$ cat src/rtl/mps_pkg.sv
package mps_pkg;
    // register byte offsets
    localparam logic [7:0] OFS_POWER_OFF_SEL = 8'h00;
    localparam logic [7:0] OFS_TRIP_SEL = 8'h04;
    localparam logic [7:0] OFS_DETECT_TIME = 8'h08;
    localparam logic [7:0] OFS_ALARM_SEL = 8'h0C;
    localparam logic [7:0] OFS_THRUST_LIM = 8'h10;
    localparam logic [7:0] OFS_STATUS = 8'h14;
    localparam logic [7:0] OFS_IRQ_STAT = 8'h18;
    localparam logic [7:0] OFS_IRQ_MASK = 8'h1C;
    // reset values
    localparam logic [3:0] RST_POWER_OFF_SEL = 4'h0;
    localparam logic [1:0] RST_TRIP_SEL = 2'h0;
    localparam logic [10:0] RST_DETECT_TIME = 11'h046;
    localparam logic [2:0] RST_ALARM_SEL = 3'h0;
    localparam logic [8:0] RST_THRUST_LIM = 9'h000;
    // setting limits
    localparam logic [3:0] POWER_OFF_SEL_MAX = 4'h9;
    localparam logic [10:0] DETECT_TIME_MIN = 11'h046;
    localparam logic [10:0] DETECT_TIME_OFF = 11'h7D0;
    localparam logic [8:0] THRUST_LIM_MAX = 9'h1F4;
    // trip select fields
    localparam int TRIP_BIT_LV = 0;
    localparam int TRIP_BIT_ALWAYS = 1;
    // detection step timing
    localparam int CLK_HZ = 40000000;
    localparam int STEP_MS = 2;
    localparam int STEP_CYCLES = CLK_HZ / 1000 * STEP_MS;
    // interrupt bits
    localparam int IRQ_LOSS = 0;
    localparam int IRQ_LV = 1;
    localparam int IRQ_STOPPED = 2;
    localparam int IRQ_RESTORE = 3;
    localparam int IRQ_W = 4;

    typedef enum logic [2:0] {
        MPS_RUN = 3'b000,
        MPS_DECEL = 3'b001,
        MPS_STOP = 3'b010,
        MPS_ALARM_DECEL = 3'b011,
        MPS_ALARM_STOP = 3'b100
    } mps_state_type;

    // action applied to the power stage
    typedef enum logic [1:0] {
        MPS_ACT_NONE = 2'b00,
        MPS_ACT_BRAKE = 2'b01,
        MPS_ACT_FREE = 2'b10,
        MPS_ACT_ESTOP = 2'b11
    } mps_act_type;

    typedef struct packed {
        logic force_position;
        logic hold_command;
        logic track_feedback;
        logic servo_enable;
        logic dynamic_brake;
        logic estop_active;
        logic use_normal_limit;
        logic [8:0] thrust_limit;
    } mps_drive_type;

    // decel action, after-stop action of a selector value
    function automatic mps_act_type mps_decel_act(input logic [3:0] sel, input logic emerg_ok);
        if (sel >= 4'h8) begin
            mps_decel_act = emerg_ok ? MPS_ACT_ESTOP : MPS_ACT_BRAKE;
        end else begin
            mps_decel_act = sel[0] ? MPS_ACT_FREE : MPS_ACT_BRAKE;
        end
    endfunction

    function automatic mps_act_type mps_stop_act(input logic [3:0] sel);
        if (sel >= 4'h8) begin
            mps_stop_act = sel[0] ? MPS_ACT_FREE : MPS_ACT_BRAKE;
        end else begin
            mps_stop_act = sel[1] ? MPS_ACT_FREE : MPS_ACT_BRAKE;
        end
    endfunction
endpackage

$ cat src/rtl/mps_loss_timer.sv
`timescale 1ns/1ps
// counts 2 ms steps of continuous power absence
module mps_loss_timer
    import mps_pkg::*;
(
    input wire logic clk_sys,
    input wire logic rst,
    input wire logic absent,
    input wire logic arm,
    input wire logic [10:0] detect_time,
    output logic expired
);
    logic [21:0] tick_reg;
    logic [21:0] tick_next;
    logic [10:0] steps_reg;
    logic [10:0] steps_next;
    logic expired_reg;
    logic expired_next;
    logic step_done;
    logic [10:0] step_goal;
    logic disabled;

    // odd settings round up to the next step
    assign step_goal = (detect_time < DETECT_TIME_MIN) ? (DETECT_TIME_MIN >> 1) :
                       11'((detect_time + 11'h001) >> 1);
    assign disabled = (detect_time >= DETECT_TIME_OFF);
    assign step_done = (tick_reg == 22'(STEP_CYCLES - 1));
    assign tick_next = (!absent || !arm || step_done) ? 22'h000000 : 22'(tick_reg + 22'h000001);
    assign steps_next = (!absent || !arm) ? 11'h000 :
                        (step_done && steps_reg != step_goal) ? 11'(steps_reg + 11'h001) : steps_reg;
    // a power blip resets the count, detection needs continuous absence
    assign expired_next = absent && arm && !disabled && (steps_reg == step_goal);
    assign expired = expired_reg;

    always_ff @(posedge clk_sys) begin
        if (rst) begin
            tick_reg <= 22'h000000;
            steps_reg <= 11'h000;
            expired_reg <= 1'b0;
        end else begin
            tick_reg <= tick_next;
            steps_reg <= steps_next;
            expired_reg <= expired_next;
        end
    end
endmodule

$ cat src/rtl/mps_sequencer.sv
`timescale 1ns/1ps
// Function
// - selector 0-7 picks brake or free phases
// - selector 8,9 emergency stop then brake/free
// - force position control, hold command generation
// - command follows feedback in both phases
// - below 30 mm/s counts as stopped
// - trip bit0 servo-off with restart or trip
// - trip bit1 detect always or servo-on only
// - detect time 70-2000 ms, 2000 disables
// - detect time handled in 2 ms steps
// - thrust limit 0-500, zero means normal
// - any error uses alarm stop sequence
// - servo-on loss with trip raises undervoltage
// - pole estimation or setup: brake, no estop; alarm 5,7 run free
// - alarm selector 0-7 defines alarm stop
// - alarm 4-7: estop alarms use emergency stop
module mps_sequencer
    import mps_pkg::*;
(
    input wire logic clk_sys,
    input wire logic rst,
    input wire logic [7:0] reg_addr,
    input wire logic [31:0] reg_wdata,
    input wire logic reg_write,
    input wire logic reg_read,
    output logic [31:0] reg_rdata,
    input wire logic main_power_ok,
    input wire logic servo_on_cmd,
    input wire logic below_stop_speed,
    input wire logic alarm_event,
    input wire logic alarm_needs_estop,
    input wire logic pole_or_setup_active,
    output mps_drive_type drive,
    output logic low_voltage_trip,
    output logic irq
);
    // parameter registers
    logic [3:0] power_off_stop_select_reg;
    logic [1:0] power_loss_trip_select_reg;
    logic [10:0] power_loss_detect_time_reg;
    logic [2:0] alarm_stop_select_reg;
    logic [8:0] emergency_thrust_limit_reg;
    logic [IRQ_W-1:0] irq_stat_reg;
    logic [IRQ_W-1:0] irq_stat_next;
    logic [IRQ_W-1:0] irq_mask_reg;
    logic [31:0] rdata_reg;
    logic [31:0] rdata_next;
    // sequencer state
    mps_state_type state_reg;
    mps_state_type state_next;
    logic alarm_reg;
    logic alarm_next;
    logic alarm_estop_reg;
    logic alarm_estop_next;
    logic lv_reg;
    logic lv_next;
    logic prev_power_reg;
    mps_drive_type drive_reg;
    mps_drive_type drive_next;

    logic wr_power_off_sel;
    logic wr_trip_sel;
    logic wr_detect_time;
    logic wr_alarm_sel;
    logic wr_thrust_lim;
    logic wr_irq_stat;
    logic wr_irq_mask;
    logic loss_arm;
    logic loss_detected;
    logic loss_start;
    logic lv_trip_now;
    logic power_back;
    logic entering_stop;
    logic in_sequence;
    logic in_alarm;
    logic stopped;
    logic estop_allowed;
    logic [3:0] alarm_sel_ext;
    mps_act_type power_decel;
    mps_act_type power_after;
    mps_act_type alarm_decel;
    mps_act_type alarm_after;
    mps_act_type act_now;
    logic [IRQ_W-1:0] irq_events;

    // write decode
    assign wr_power_off_sel = reg_write && (reg_addr == OFS_POWER_OFF_SEL);
    assign wr_trip_sel = reg_write && (reg_addr == OFS_TRIP_SEL);
    assign wr_detect_time = reg_write && (reg_addr == OFS_DETECT_TIME);
    assign wr_alarm_sel = reg_write && (reg_addr == OFS_ALARM_SEL);
    assign wr_thrust_lim = reg_write && (reg_addr == OFS_THRUST_LIM);
    assign wr_irq_stat = reg_write && (reg_addr == OFS_IRQ_STAT);
    assign wr_irq_mask = reg_write && (reg_addr == OFS_IRQ_MASK);

    // parameter writes; out-of-range values are ignored so the setting stays legal
    always_ff @(posedge clk_sys) begin
        if (rst) begin
            power_off_stop_select_reg <= RST_POWER_OFF_SEL;
            power_loss_trip_select_reg <= RST_TRIP_SEL;
            power_loss_detect_time_reg <= RST_DETECT_TIME;
            alarm_stop_select_reg <= RST_ALARM_SEL;
            emergency_thrust_limit_reg <= RST_THRUST_LIM;
            irq_mask_reg <= '0;
        end else begin
            if (wr_power_off_sel && reg_wdata[31:4] == 28'h0 && reg_wdata[3:0] <= POWER_OFF_SEL_MAX) begin
                power_off_stop_select_reg <= reg_wdata[3:0];
            end
            if (wr_trip_sel) begin
                power_loss_trip_select_reg <= reg_wdata[1:0];
            end
            if (wr_detect_time && reg_wdata[31:11] == 21'h0 && reg_wdata[10:0] >= DETECT_TIME_MIN &&
                reg_wdata[10:0] <= DETECT_TIME_OFF) begin
                power_loss_detect_time_reg <= reg_wdata[10:0];
            end
            if (wr_alarm_sel) begin
                alarm_stop_select_reg <= reg_wdata[2:0];
            end
            if (wr_thrust_lim && reg_wdata[31:9] == 23'h0 && reg_wdata[8:0] <= THRUST_LIM_MAX) begin
                emergency_thrust_limit_reg <= reg_wdata[8:0];
            end
            if (wr_irq_mask) begin
                irq_mask_reg <= reg_wdata[IRQ_W-1:0];
            end
        end
    end

    // loss detection gate: servo-on only, or always
    assign loss_arm = power_loss_trip_select_reg[TRIP_BIT_ALWAYS] || servo_on_cmd || in_sequence;

    mps_loss_timer u_timer (
        .clk_sys(clk_sys),
        .rst(rst),
        .absent(!main_power_ok),
        .arm(loss_arm),
        .detect_time(power_loss_detect_time_reg),
        .expired(loss_detected)
    );

    assign in_sequence = (state_reg != MPS_RUN);
    assign in_alarm = (state_reg == MPS_ALARM_DECEL) || (state_reg == MPS_ALARM_STOP);
    assign loss_start = loss_detected && !in_sequence;
    // trip instead of servo-off when bit0 is set and servo was on
    assign lv_trip_now = loss_start && power_loss_trip_select_reg[TRIP_BIT_LV] && servo_on_cmd;
    assign power_back = main_power_ok && !prev_power_reg;
    assign estop_allowed = !pole_or_setup_active;
    assign alarm_sel_ext = {1'b0, alarm_stop_select_reg};

    // action tables for both selectors
    assign power_decel = mps_decel_act(power_off_stop_select_reg, estop_allowed);
    assign power_after = mps_stop_act(power_off_stop_select_reg);
    // alarm values 4-7 use estop only for alarms that ask for it;
    // qualifier taken from this cycle so no brake pulse precedes the estop
    assign alarm_decel = (alarm_stop_select_reg[2] && alarm_estop_next && estop_allowed) ? MPS_ACT_ESTOP :
                         (alarm_sel_ext[0] ? MPS_ACT_FREE : MPS_ACT_BRAKE);
    assign alarm_after = alarm_sel_ext[1] ? MPS_ACT_FREE : MPS_ACT_BRAKE;

    // state transitions; alarms take over any power-off sequence
    always_comb begin
        state_next = state_reg;
        alarm_next = alarm_reg;
        alarm_estop_next = alarm_estop_reg;
        lv_next = lv_reg;
        if (alarm_event || lv_trip_now) begin
            alarm_next = 1'b1;
            alarm_estop_next = alarm_event ? alarm_needs_estop : 1'b0;
            lv_next = lv_reg || lv_trip_now;
            if (!in_alarm) begin
                state_next = MPS_ALARM_DECEL;
            end
        end else begin
            case (state_reg)
                MPS_RUN: begin
                    if (loss_start) begin
                        state_next = MPS_DECEL;
                    end
                end
                MPS_DECEL: begin
                    if (below_stop_speed) begin
                        state_next = MPS_STOP;
                    end
                end
                MPS_STOP: begin
                    // stays stopped whatever the later speed; restart on power return
                    if (main_power_ok && power_back) begin
                        state_next = MPS_RUN;
                    end
                end
                MPS_ALARM_DECEL: begin
                    if (below_stop_speed) begin
                        state_next = MPS_ALARM_STOP;
                    end
                end
                MPS_ALARM_STOP: begin
                    // alarm is left only by reset; clearing lies outside this block
                    state_next = MPS_ALARM_STOP;
                end
                default: begin
                    state_next = MPS_RUN;
                end
            endcase
        end
    end

    assign entering_stop = ((state_next == MPS_STOP) || (state_next == MPS_ALARM_STOP)) &&
                           ((state_reg == MPS_DECEL) || (state_reg == MPS_ALARM_DECEL));
    assign stopped = (state_next == MPS_STOP) || (state_next == MPS_ALARM_STOP);

    // select the action for the coming state
    always_comb begin
        case (state_next)
            MPS_DECEL: act_now = power_decel;
            MPS_STOP: act_now = power_after;
            MPS_ALARM_DECEL: act_now = alarm_decel;
            MPS_ALARM_STOP: act_now = alarm_after;
            default: act_now = MPS_ACT_NONE;
        endcase
    end

    // drive outputs
    always_comb begin
        drive_next = '0;
        drive_next.servo_enable = (act_now == MPS_ACT_NONE) || (act_now == MPS_ACT_ESTOP);
        drive_next.force_position = (state_next != MPS_RUN);
        drive_next.hold_command = (state_next != MPS_RUN);
        // deviation cleared by tracking feedback, in every selector setting
        drive_next.track_feedback = (state_next != MPS_RUN);
        drive_next.dynamic_brake = (act_now == MPS_ACT_BRAKE);
        drive_next.estop_active = (act_now == MPS_ACT_ESTOP);
        drive_next.use_normal_limit = (emergency_thrust_limit_reg == 9'h000);
        drive_next.thrust_limit = emergency_thrust_limit_reg;
    end

    // sticky events; set wins over a clearing write
    assign irq_events[IRQ_LOSS] = loss_start;
    assign irq_events[IRQ_LV] = lv_trip_now;
    assign irq_events[IRQ_STOPPED] = entering_stop && stopped;
    assign irq_events[IRQ_RESTORE] = (state_reg == MPS_STOP) && (state_next == MPS_RUN);
    assign irq_stat_next = (irq_stat_reg & ~(wr_irq_stat ? reg_wdata[IRQ_W-1:0] : '0)) | irq_events;

    // read mux; unmapped offsets read zero
    always_comb begin
        rdata_next = 32'h00000000;
        if (reg_read) begin
            case (reg_addr)
                OFS_POWER_OFF_SEL: rdata_next = {28'h0, power_off_stop_select_reg};
                OFS_TRIP_SEL: rdata_next = {30'h0, power_loss_trip_select_reg};
                OFS_DETECT_TIME: rdata_next = {21'h0, power_loss_detect_time_reg};
                OFS_ALARM_SEL: rdata_next = {29'h0, alarm_stop_select_reg};
                OFS_THRUST_LIM: rdata_next = {23'h0, emergency_thrust_limit_reg};
                OFS_STATUS: rdata_next = {24'h0, lv_reg, alarm_reg, loss_detected, main_power_ok,
                                          1'b0, state_reg};
                OFS_IRQ_STAT: rdata_next = {28'h0, irq_stat_reg};
                OFS_IRQ_MASK: rdata_next = {28'h0, irq_mask_reg};
                default: rdata_next = 32'h00000000;
            endcase
        end
    end

    // state and output flops
    always_ff @(posedge clk_sys) begin
        if (rst) begin
            state_reg <= MPS_RUN;
            alarm_reg <= 1'b0;
            alarm_estop_reg <= 1'b0;
            lv_reg <= 1'b0;
            prev_power_reg <= 1'b0;
            drive_reg <= '0;
            irq_stat_reg <= '0;
            rdata_reg <= 32'h00000000;
        end else begin
            state_reg <= state_next;
            alarm_reg <= alarm_next;
            alarm_estop_reg <= alarm_estop_next;
            lv_reg <= lv_next;
            prev_power_reg <= main_power_ok;
            drive_reg <= drive_next;
            irq_stat_reg <= irq_stat_next;
            rdata_reg <= rdata_next;
        end
    end

    assign drive = drive_reg;
    assign low_voltage_trip = lv_reg;
    assign reg_rdata = rdata_reg;
    // level interrupt while any unmasked sticky bit is set
    assign irq = |(irq_stat_reg & irq_mask_reg);
endmodule
$ cat config.mk
export PLATFORM = sky130hd
export DESIGN_NAME = mps_sequencer
export DESIGN_NICKNAME = d
export VERILOG_FILES = /design/src/rtl/mps_pkg.sv /design/src/rtl/mps_loss_timer.sv /design/src/rtl/mps_sequencer.sv
export SDC_FILE = /design/constraint.sdc
export NUM_CORES = 1
export LEC_CHECK = 0
export ABC_AREA = 0
export BUFFER_PORTS_ARGS = -buffer_cell sky130_fd_sc_hd__buf_4
export CORE_MARGIN = 10
export CORE_UTILIZATION = 45
export CTS_CLUSTER_SIZE = 16
export DETAILED_ROUTE_END_ITERATION = 6
export HOLD_SLACK_MARGIN = 0.05
export MAX_ROUTING_LAYER = met4
export PLACE_DENSITY = 0.67
export SYNTH_ARGS = -nofsm -noshare
export SYNTH_HDL_FRONTEND = slang
export SYNTH_SLANG_ARGS = --single-unit
$ cat constraint.sdc
create_clock -name clk_sys -period 3.17 [get_ports clk_sys]
set_input_delay 0.4755 -clock clk_sys [delete_from_list [all_inputs] [get_ports clk_sys]]
set_output_delay 0.4755 -clock clk_sys [all_outputs]
set_load 0.01 [all_outputs]
== Yosys cells after proc, flatten, opt, wreduce, memory -nomap -nowiden ==
Index checks and enable logic that the tools add are counted.

* Reduce and logical (&&, ||, !) cells: 58
* Bitwise gates (word level): 5
* Equal/unequal tests: 20
* $add $sub $neg: 3
* Order comparisons: 7
* Muxes and demuxes: 21

{| class="wikitable"
|+ Operator list
! cell !! count
|-
| 11-bit one-hot mux with 8 select lines || 1
|-
| 8-bit by 5-bit equality test with 1-bit output (second input constant) || 4
|-
| 1-bit logical AND || 28
|-
| 28-bit zero test || 1
|-
| 23-bit zero test || 1
|-
| 11-bit by 1-bit adder with 11-bit output (second input constant) || 2
|-
| 22-bit by 1-bit adder with 22-bit output (second input constant) || 1
|-
| 22-bit by 17-bit equality test with 1-bit output (second input constant) || 1
|-
| 21-bit zero test || 1
|-
| 3-bit 2-to-1 mux || 6
|-
| 8-bit by 4-bit equality test with 1-bit output (second input constant) || 2
|-
| 2-bit 2-to-1 mux || 8
|-
| 3-bit one-hot mux with 5 select lines || 1
|-
| 3-bit by 2-bit equality test with 1-bit output (second input constant) || 4
|-
| 11-bit equality test || 1
|-
| 11-bit >= comparator (second input constant) || 1
|-
| 11-bit by 7-bit >= comparator with 1-bit output (second input constant) || 1
|-
| 11-bit <= comparator (second input constant) || 1
|-
| 11-bit by 7-bit less-than comparator with 1-bit output (second input constant) || 1
|-
| 11-bit inequality test || 1
|-
| 1-bit logical OR || 10
|-
| 10-bit 2-to-1 mux || 1
|-
| 9-bit <= comparator (second input constant) || 1
|-
| 9-bit zero test || 1
|-
| other kinds (21) || 34
|}

* Flip-flop bits (word level): 124
* Word-level logic and storage cells: 136
* Output and inout port bits: 50

== Depth between registers and ports, before layout ==
Gate-level depths: netlist of the first run.

* Depth in word-level cells: 13
* Mapped depth: 11
* Gate-level depth less buffers: 9

== By module ==
A second synthesis of the first run with hierarchy kept.

* Cell total of the unflattened synthesis: 640
* Area, all modules: 5,537.8 um^2

{| class="wikitable"
|+ Modules (own cells, without submodules)
! module !! seq. area each (um^2) !! instances !! cells an instance !! area an instance (um^2)
|-
| mps_sequencer || 1,381.3 || 1 || 388 || 3,488.3
|-
| mps_loss_timer || 680.7 || 1 || 252 || 2,049.5
|}

== Least setup slack after synthesis of the first run ==
OpenSTA, ideal clock, no wires.

* Kind: reg-to-reg
* Start: register state_reg[2]
* End: register drive_reg (netlist bit drive[12])
* Setup slack: 0.712 ns
* Buffers on the path: 1
* Data required time: 3.042 ns
* Period minus slack after synthesis: 2.458 ns
* Data arrival time: 2.330 ns
* Cell stages (with the launch flop): 10
* Cell sequence: dfxtp_1 -> clkbuf_1 -> nor4b_1 -> and3_1 -> a211oi_1 -> o21ai_0 -> o21ai_0 -> a211o_1 -> ha_1 -> nor2b_1

{| class="wikitable"
|+ RTL lines
! what !! line !! source
|-
| start: declaration || mps_sequencer.sv:50 || <nowiki>mps_state_type state_reg;</nowiki>
|-
| start signal: assignment || mps_sequencer.sv:272 || <nowiki>state_reg <= state_next;</nowiki>
|-
| end signal: assignment || mps_sequencer.sv:277 || <nowiki>drive_reg <= drive_next;</nowiki>
|-
| end: declaration || mps_sequencer.sv:59 || <nowiki>mps_drive_type drive_reg;</nowiki>
|}

==> results.py, run 1 <==
metrics = {
    "synth": {
        "synth_top_family_by_area": "simple AND/OR/NAND/NOR gates",
        "synth_area_leaders": "dfxtp_1 (39%), nor2_1 (6.4%), mux2i_1 (4.2%)",
        "synth-seq-cells": 103,
        "yosysMostFrequentCell": "dfxtp_1",
        "yosys_warnings": 0,
        "synthSimpleGateAreaFrac": 0.273,
        "ys_seq_area_frac": 0.393,
        "yosysTopAreaCellShare": 0.393,
        "synth_mux_area_frac": 0.0419,
        "synthTopCellsByCount": "dfxtp_1 (103), nor2_1 (90), nand2_1 (46), a21oi_1 (35), buf_4 (27)",
        "yosysUniqueCellTypes": 69,
        "synth_enable_flop_cells": 0,
        "yosys_most_used_dff": "dfxtp_1",
        "synthesis.area_um2": 5250,
        "synth-async-reset-ratio": 0,
        "synth_xor_area_frac": 0.0434,
        "synth_fa_ha_area_frac": 0.0119,
        "yosysTopAreaCell": "dfxtp_1",
        "synth_compound_area_frac": 0.162,
        "syn-instance-count": 627,
        "syn_area_per_cell_um2": 8.38,
    },
    "drt": {
        "finalWirelength_mm": 13.9,
        "drc": 0,
        "post_drt_via_cell_ratio": 5.76,
        "routed-via-count": 4821,
        "dr.pass1.iters": 5,
        "post_drt_wl_per_cell_um": 16.5,
        "drt_iter0_drc": 455,
        "detail-route-antenna-nets": 0,
    },
    "power": {
        "p_sw_frac": 0.243,
        "p_sw_mw": 0.644,
        "internal-power_mw": 2.01,
        "comb_power_share": 0.066,
        "clkPwrFrac": 0.438,
        "p_seq_frac": 0.496,
        "p_per_area_nw_per_um2": 433,
        "leakage_nw": 2.37,
        "max-vdd-ir-drop_mv": 0.411,
        "p_total_mw": 2.65,
    },
    "die": {
        "start_util": 0.460,
        "core_area_um2": 11400,
        "die_area_um2": 16400,
        "die_w_um": 128,
        "num_rows": 39,
        "ios": 100,
        "die_h_um": 128,
    },
    "cts": {
        "clkSlewWorstSetupHoldPaths_ns": 0.08,
        "cts_max_path_buffers": 2,
        "cts_tree": "yes",
        "root_buffer": "clkbuf_16",
        "ctsResizeCount": 0,
        "ctsHoldBuffers": 0,
        "cts_made_buffers": 9,
        "h-tree-depth": 3,
        "cts_sinks": 103,
        "cts_setup_buffers": 0,
        "clkLatencyLatePin_ns": 0.36,
    },
    "worst_setup_path": {
        "crit_required_ns": 3.39,
        "reg2reg_depth": 8,
        "crit_path_start": "state_reg[2]",
        "arrival_ns": 2.98,
        "worstSetupPathType": "register to register",
        "rr_startpoint": "state_reg[2]",
        "r2r_setup_slack_ns": 0.41,
        "critPathLaunchType": "register",
        "path_max_fanout": 10,
        "end_kind": "register",
        "r2r-end": "drive[12]",
        "cp-endpoint": "drive[12]",
    },
    "placement": {
        "io_buffers": 78,
        "place_area_um2": 5810,
        "dp_hpwl_mm": 10.4,
        "gp_congestion": 0.876,
        "dp_slack_ns": 0.486,
    },
    "layout": {
        "drive_gt1_frac": 0.164,
        "syn_to_final_growth_pct": 16.6,
        "finalInstanceArea_um2": 6120,
        "largest_reg_flops": 22,
        "seqCellArea_um2": 2060,
        "multi_input_area_um2": 2870,
        "utilization": 0.536,
        "n_fill_cell": 1077,
        "insertedDiodeCount": 0,
        "nets": 744,
    },
    "status": {
        "status": "completed",
    },
    "global_routing": {
        "grt_util_met1": 0.224,
        "antenna_found_initial": 0,
        "grt_remaining_overflow": 0,
        "grt_pass1_vias": 4506,
        "grt_max_degree": 61,
        "grt_usage": 0.171,
        "grt_use_met2": 0.255,
        "grt_pass1_wl_mm": 22.5,
        "grt-busiest-layer": "met2",
        "met3_usage": 0.0368,
    },
    "sta": {
        "tns_ns": 0,
        "fmax_ghz": 0.363,
        "period_needed_ns": 2.76,
        "worst_slew_pin_slew_ns": 0.657,
        "finalCritPeriodShare": 0.869,
        "fin_skew_ns": 0.00713,
        "setup_viol_count_final": 0,
        "rsz0062_at_grt": "false",
        "timing.final.ws_setup_ns": 0.414,
        "final_hold_viol_count": 0,
        "max-slew-margin-rel": 0.561,
        "report.final.slew_viol_count": 0,
    },
    "hold_path": {
        "hp-class": "input pin to register",
    },
    "run": {
        "max_cap_viol_count": 0,
    },
}
placed cells by master, fill, tap and decap left out, drive strengths merged, types with 3 or more instances in the layout:
cell type,n
a211o,5
a211oi,3
a21oi,35
a222oi,5
a22oi,12
a31oi,5
and3,18
and4,3
buf,87
clkbuf,9
conb,21
dfxtp,103
ha,5
inv,15
mux2i,22
nand2,46
nand2b,5
nand3,26
nand4,12
nor2,91
nor2b,18
nor3,11
nor4,12
nor4b,4
o2111ai,5
o211ai,3
o21ai,23
or2,3
or3,15
or4,4
xnor2,10
xor2,16
per-layer routing:
metal,vias to the layer above,part of all wire
met4,0,0.016
met2,190,0.45
li1,2354,-
met1,2257,0.47
met5,-,0
met3,20,0.061
metrics by stage:
step	instances	hold slack (ns)
6_report	837	0.387
5_1_grt	837	0.392
4_1_cts	837	0.378
3_5_place_dp	821	0.445
3_3_place_gp	821	0.427
2_1_floorplan	647	0.418
power by group through the flow:
stage | Sequential (mW) | Clock [mW] | Combinational (mW)
2_1_floorplan | 1.34 | 0 | 0.110
3_5_place_dp | 1.35 | 0 | 0.173
5_1_grt | 1.32 | 1.23 | 0.193
3_3_place_gp | 1.34 | 0 | 0.170
6_report | 1.32 | 1.16 | 0.175
4_1_cts | 1.32 | 1.18 | 0.174
worst min path at each step:
| stage | start | end | slack, ns | depth (start not counted) |
|---|---|---|---|---|
| 6_report | reg_wdata[7] | power_loss_detect_time_reg[7] | 0.39 | 3 |
| 5_1_grt | reg_wdata[10] | power_loss_detect_time_reg[10] | 0.39 | 3 |
| 4_1_cts | reg_wdata[7] | power_loss_detect_time_reg[7] | 0.38 | 3 |
| 3_5_place_dp | u_timer.tick_reg[0] | u_timer.tick_reg[0] | 0.44 | 1 |
| 3_3_place_gp | u_timer.tick_reg[0] | u_timer.tick_reg[0] | 0.43 | 1 |
| 2_1_floorplan | u_timer.tick_reg[0] | u_timer.tick_reg[0] | 0.42 | 1 |
layout make-up:
type / instances / area share
Clock buffer: 9 / 0.0368
Clock inverter: 7 / 0.0145
Sequential cell: 103 / 0.337
Inverter: 12 / 0.00735
Timing Repair Buffer: 87 / 0.107
Tap cell: 143 / 0.0292
Multi-Input combinational cell: 476 / 0.469
worst max-delay path, stage by stage, from the launching register on:
cell and delay [ns]:
dfxtp_1 0.42, nor4b_1 0.49, and3_1 0.32, a211oi_1 0.10, o21ai_0 0.37, o21ai_0 0.16, a211o_1 0.34, ha_1 0.29
nor2b_1 0.13
logic make-up (layout without fill, tap and decap cells):
| logic type | count (synthesis) | in the layout |
|---|---|---|
| xor gates and xnor gates | 26 | 26 |
| muxes | 22 | 22 |
| buffers and inverters | 68 | 115 |
| other | 1 | 21 |
| DFF | 103 | 103 |
| AOI/OAI and AO/OA | 124 | 124 |
| and+or+nand+nor | 278 | 278 |
| adders and majority gates | 5 | 5 |
(Power assumes the default switching activity.)
==> run 2, diff against run 1 <==
Settings changed: SYNTH_HIERARCHICAL from default to 1.
==> run 2 against run 1 <==
Against the previous run: die area up 4.6%; clock skew grew 0.010 ns; area after synthesis up 5.4%; worst hold slack gained 0.0072 ns; highest routed layer unchanged; via count decreased by 1.3%.
==> results.py, run 2 <==
metrics = {
    "drt": {
        "finalWirelength_mm": 14.6,
        "post_drt_via_cell_ratio": 5.57,
        "post_drt_wl_per_cell_um": 17.1,
        "drt_iter0_drc": 394,
        "detail-route-antenna-nets": 0,
        "dr.pass1.iters": 4,
        "drc": 0,
        "routed-via-count": 4758,
    },
    "worst_setup_path": {
        "critPathBufInv": 0,
        "crit_chain": "ha_1 -> nand3_1 -> o221a_2 -> a311oi_1 -> a32oi_2 -> a41o_1 -> or4_1 -> nand2_1",
        "crit_required_ns": 3.46,
        "max_stage_delay_ns": 0.49,
        "cpLargestDelayFamily": "compound AO/OA/AOI/OAI gates",
        "critPathLaunchType": "register",
        "end_kind": "register",
        "worstSetupPathType": "register to register",
        "critPathSlowestCell": "or4_1",
        "path_max_fanout": 11,
        "arrival_ns": 2.92,
    },
    "synth": {
        "synth-async-reset-ratio": 0,
        "syn_area_per_cell_um2": 8.65,
        "syn-instance-count": 640,
        "yosys_warnings": 6,
        "ys_seq_area_frac": 0.372,
        "synth-seq-cells": 103,
        "synthesis.area_um2": 5540,
        "synth_enable_flop_cells": 0,
        "yosysTopAreaCellShare": 0.372,
        "synth_area_leaders": "dfxtp_1 (37%), mux2i_1 (6.7%), nor2_1 (5.8%)",
        "synthTopCellsByCount": "dfxtp_1 (103), nor2_1 (85), nand2_1 (40), mux2i_1 (37), nand2b_1 (33)",
        "yosysTopAreaCell": "dfxtp_1",
        "yosysUniqueCellTypes": 82,
        "yosysMostFrequentCell": "dfxtp_1",
        "yosys_most_used_dff": "dfxtp_1",
    },
    "sta": {
        "period_needed_ns": 2.63,
        "tns_ns": 0,
        "final_hold_viol_count": 0,
        "worst_slew_pin_slew_ns": 0.650,
        "hold_slack_ns": 0.395,
        "fin_skew_ns": 0.0175,
        "timing.final.ws_setup_ns": 0.536,
        "setup_viol_count_final": 0,
        "max-slew-margin-rel": 0.566,
        "fmax_ghz": 0.380,
        "finalCritPeriodShare": 0.831,
        "rsz0062_at_grt": "false",
        "report.final.slew_viol_count": 0,
    },
    "placement": {
        "placedCellCount": 837,
        "dp_slack_ns": 0.589,
        "dp_hpwl_mm": 11.1,
        "gp_congestion": 0.926,
        "io_buffers": 78,
        "place_area_um2": 6080,
    },
    "layout": {
        "syn_to_final_growth_pct": 15.5,
        "nets": 756,
        "finalInstanceArea_um2": 6390,
        "utilization": 0.532,
        "mostFrequentLayoutCells": "dfxtp_1 (103), nor2_1 (85), buf_4 (82), nand2_1 (40), mux2i_1 (37)",
        "fin_cells": 854,
        "drive_gt1_frac": 0.177,
        "mostFrequentLayoutCell": "dfxtp_1",
        "largest_reg_flops": 22,
    },
    "cts": {
        "ctsHoldBuffers": 0,
        "h-tree-depth": 3,
        "cts_max_path_buffers": 2,
        "clkLatencyLatePin_ns": 0.36,
        "cts_setup_buffers": 0,
        "cts_sinks": 103,
        "cts_made_buffers": 9,
        "clkSlewWorstSetupHoldPaths_ns": 0.07,
        "root_buffer": "clkbuf_16",
        "ctsResizeCount": 0,
        "cts_tree": "yes",
    },
    "global_routing": {
        "grt_remaining_overflow": 0,
        "grt_use_met2": 0.288,
        "antenna_found_initial": 1,
        "grt_pass1_wl_mm": 23.7,
        "grt_usage": 0.178,
        "grt_pass1_vias": 4736,
        "met3_usage": 0.0524,
        "grt_max_degree": 68,
        "grt-busiest-layer": "met2",
        "grt_util_met1": 0.210,
    },
    "hold_path": {
        "hp-class": "input pin to register",
    },
    "die": {
        "num_rows": 40,
        "core_area_um2": 12000,
        "die_area_um2": 17100,
        "die_w_um": 131,
        "start_util": 0.461,
        "die_h_um": 131,
        "ios": 100,
    },
    "power": {
        "leakage_nw": 2.64,
        "max-vdd-ir-drop_mv": 0.337,
        "p_total_mw": 2.68,
        "p_per_area_nw_per_um2": 418,
    },
    "status": {
        "status": "completed",
    },
    "run": {
        "max_cap_viol_count": 0,
    },
}
[run 2: cell count changes after synthesis, moves of 6 or more]
cell / previous run / this run
nand2b_1: 4 / 33
mux2i_1: 22 / 37
a21oi_1: 35 / 21
inv_1: 12 / 23
nor2b_1: 18 / 8
or3_1: 15 / 6
a22oi_1: 12 / 4
and3_1: 18 / 10
clkbuf_1: 21 / 14
nand2_1: 46 / 40
[run 2: where the power goes]
| part | internal (mW) | switching, mW | total [mW] |
|---|---|---|---|
| Sequential | 1.30 | 0.0127 | 1.32 |
| Combinational | 0.0912 | 0.121 | 0.213 |
| Clock | 0.643 | 0.503 | 1.15 |
| Total | 2.04 | 0.637 | 2.68 |
[run 2: final cells by class]
class,instances,area [um^2]
timing repair buffer,82,616
tap,147,184
clock inverter,5,63.8
clock buffer,11,243
fill,1130,5620
sequential,103,2060
inverter,25,96.3
antenna,1,2.50
multi-input combinational,480,3130
[run 2: worst paths after layout]
kind | startpoint | to | slack, ns | cells past startpoint
worst max register to register | power_loss_detect_time_reg[1] | u_timer/steps_reg[8] | 0.54 | 8
worst min-delay path | alarm_event | state_reg[1] | 0.39 | 2
worst min register to register | alarm_reg | alarm_reg | 0.47 | 2
worst max-delay path | power_loss_detect_time_reg[1] | u_timer/steps_reg[8] | 0.54 | 8
[run 2: logic make-up after synthesis]
group / count (synthesis) / share of synthesized area
multiplexers: 45 / 0.0920
AND/OR/NAND/NOR: 285 / 0.280
XOR/XNOR: 27 / 0.0427
flip-flops: 103 / 0.372
buffers and inverters: 77 / 0.0766
other: 1 / 0.000677
adder cells (fa/ha/maj): 5 / 0.0113
AO/OA/AOI/OAI: 97 / 0.124
[run 2: metal layers]
layer / wire length (um) / vias up
li1: - / 2346
met1: 6330 / 2278
met2: 7140 / 110
met4: 216 / 0
met3: 904 / 24
met5: 0 / -
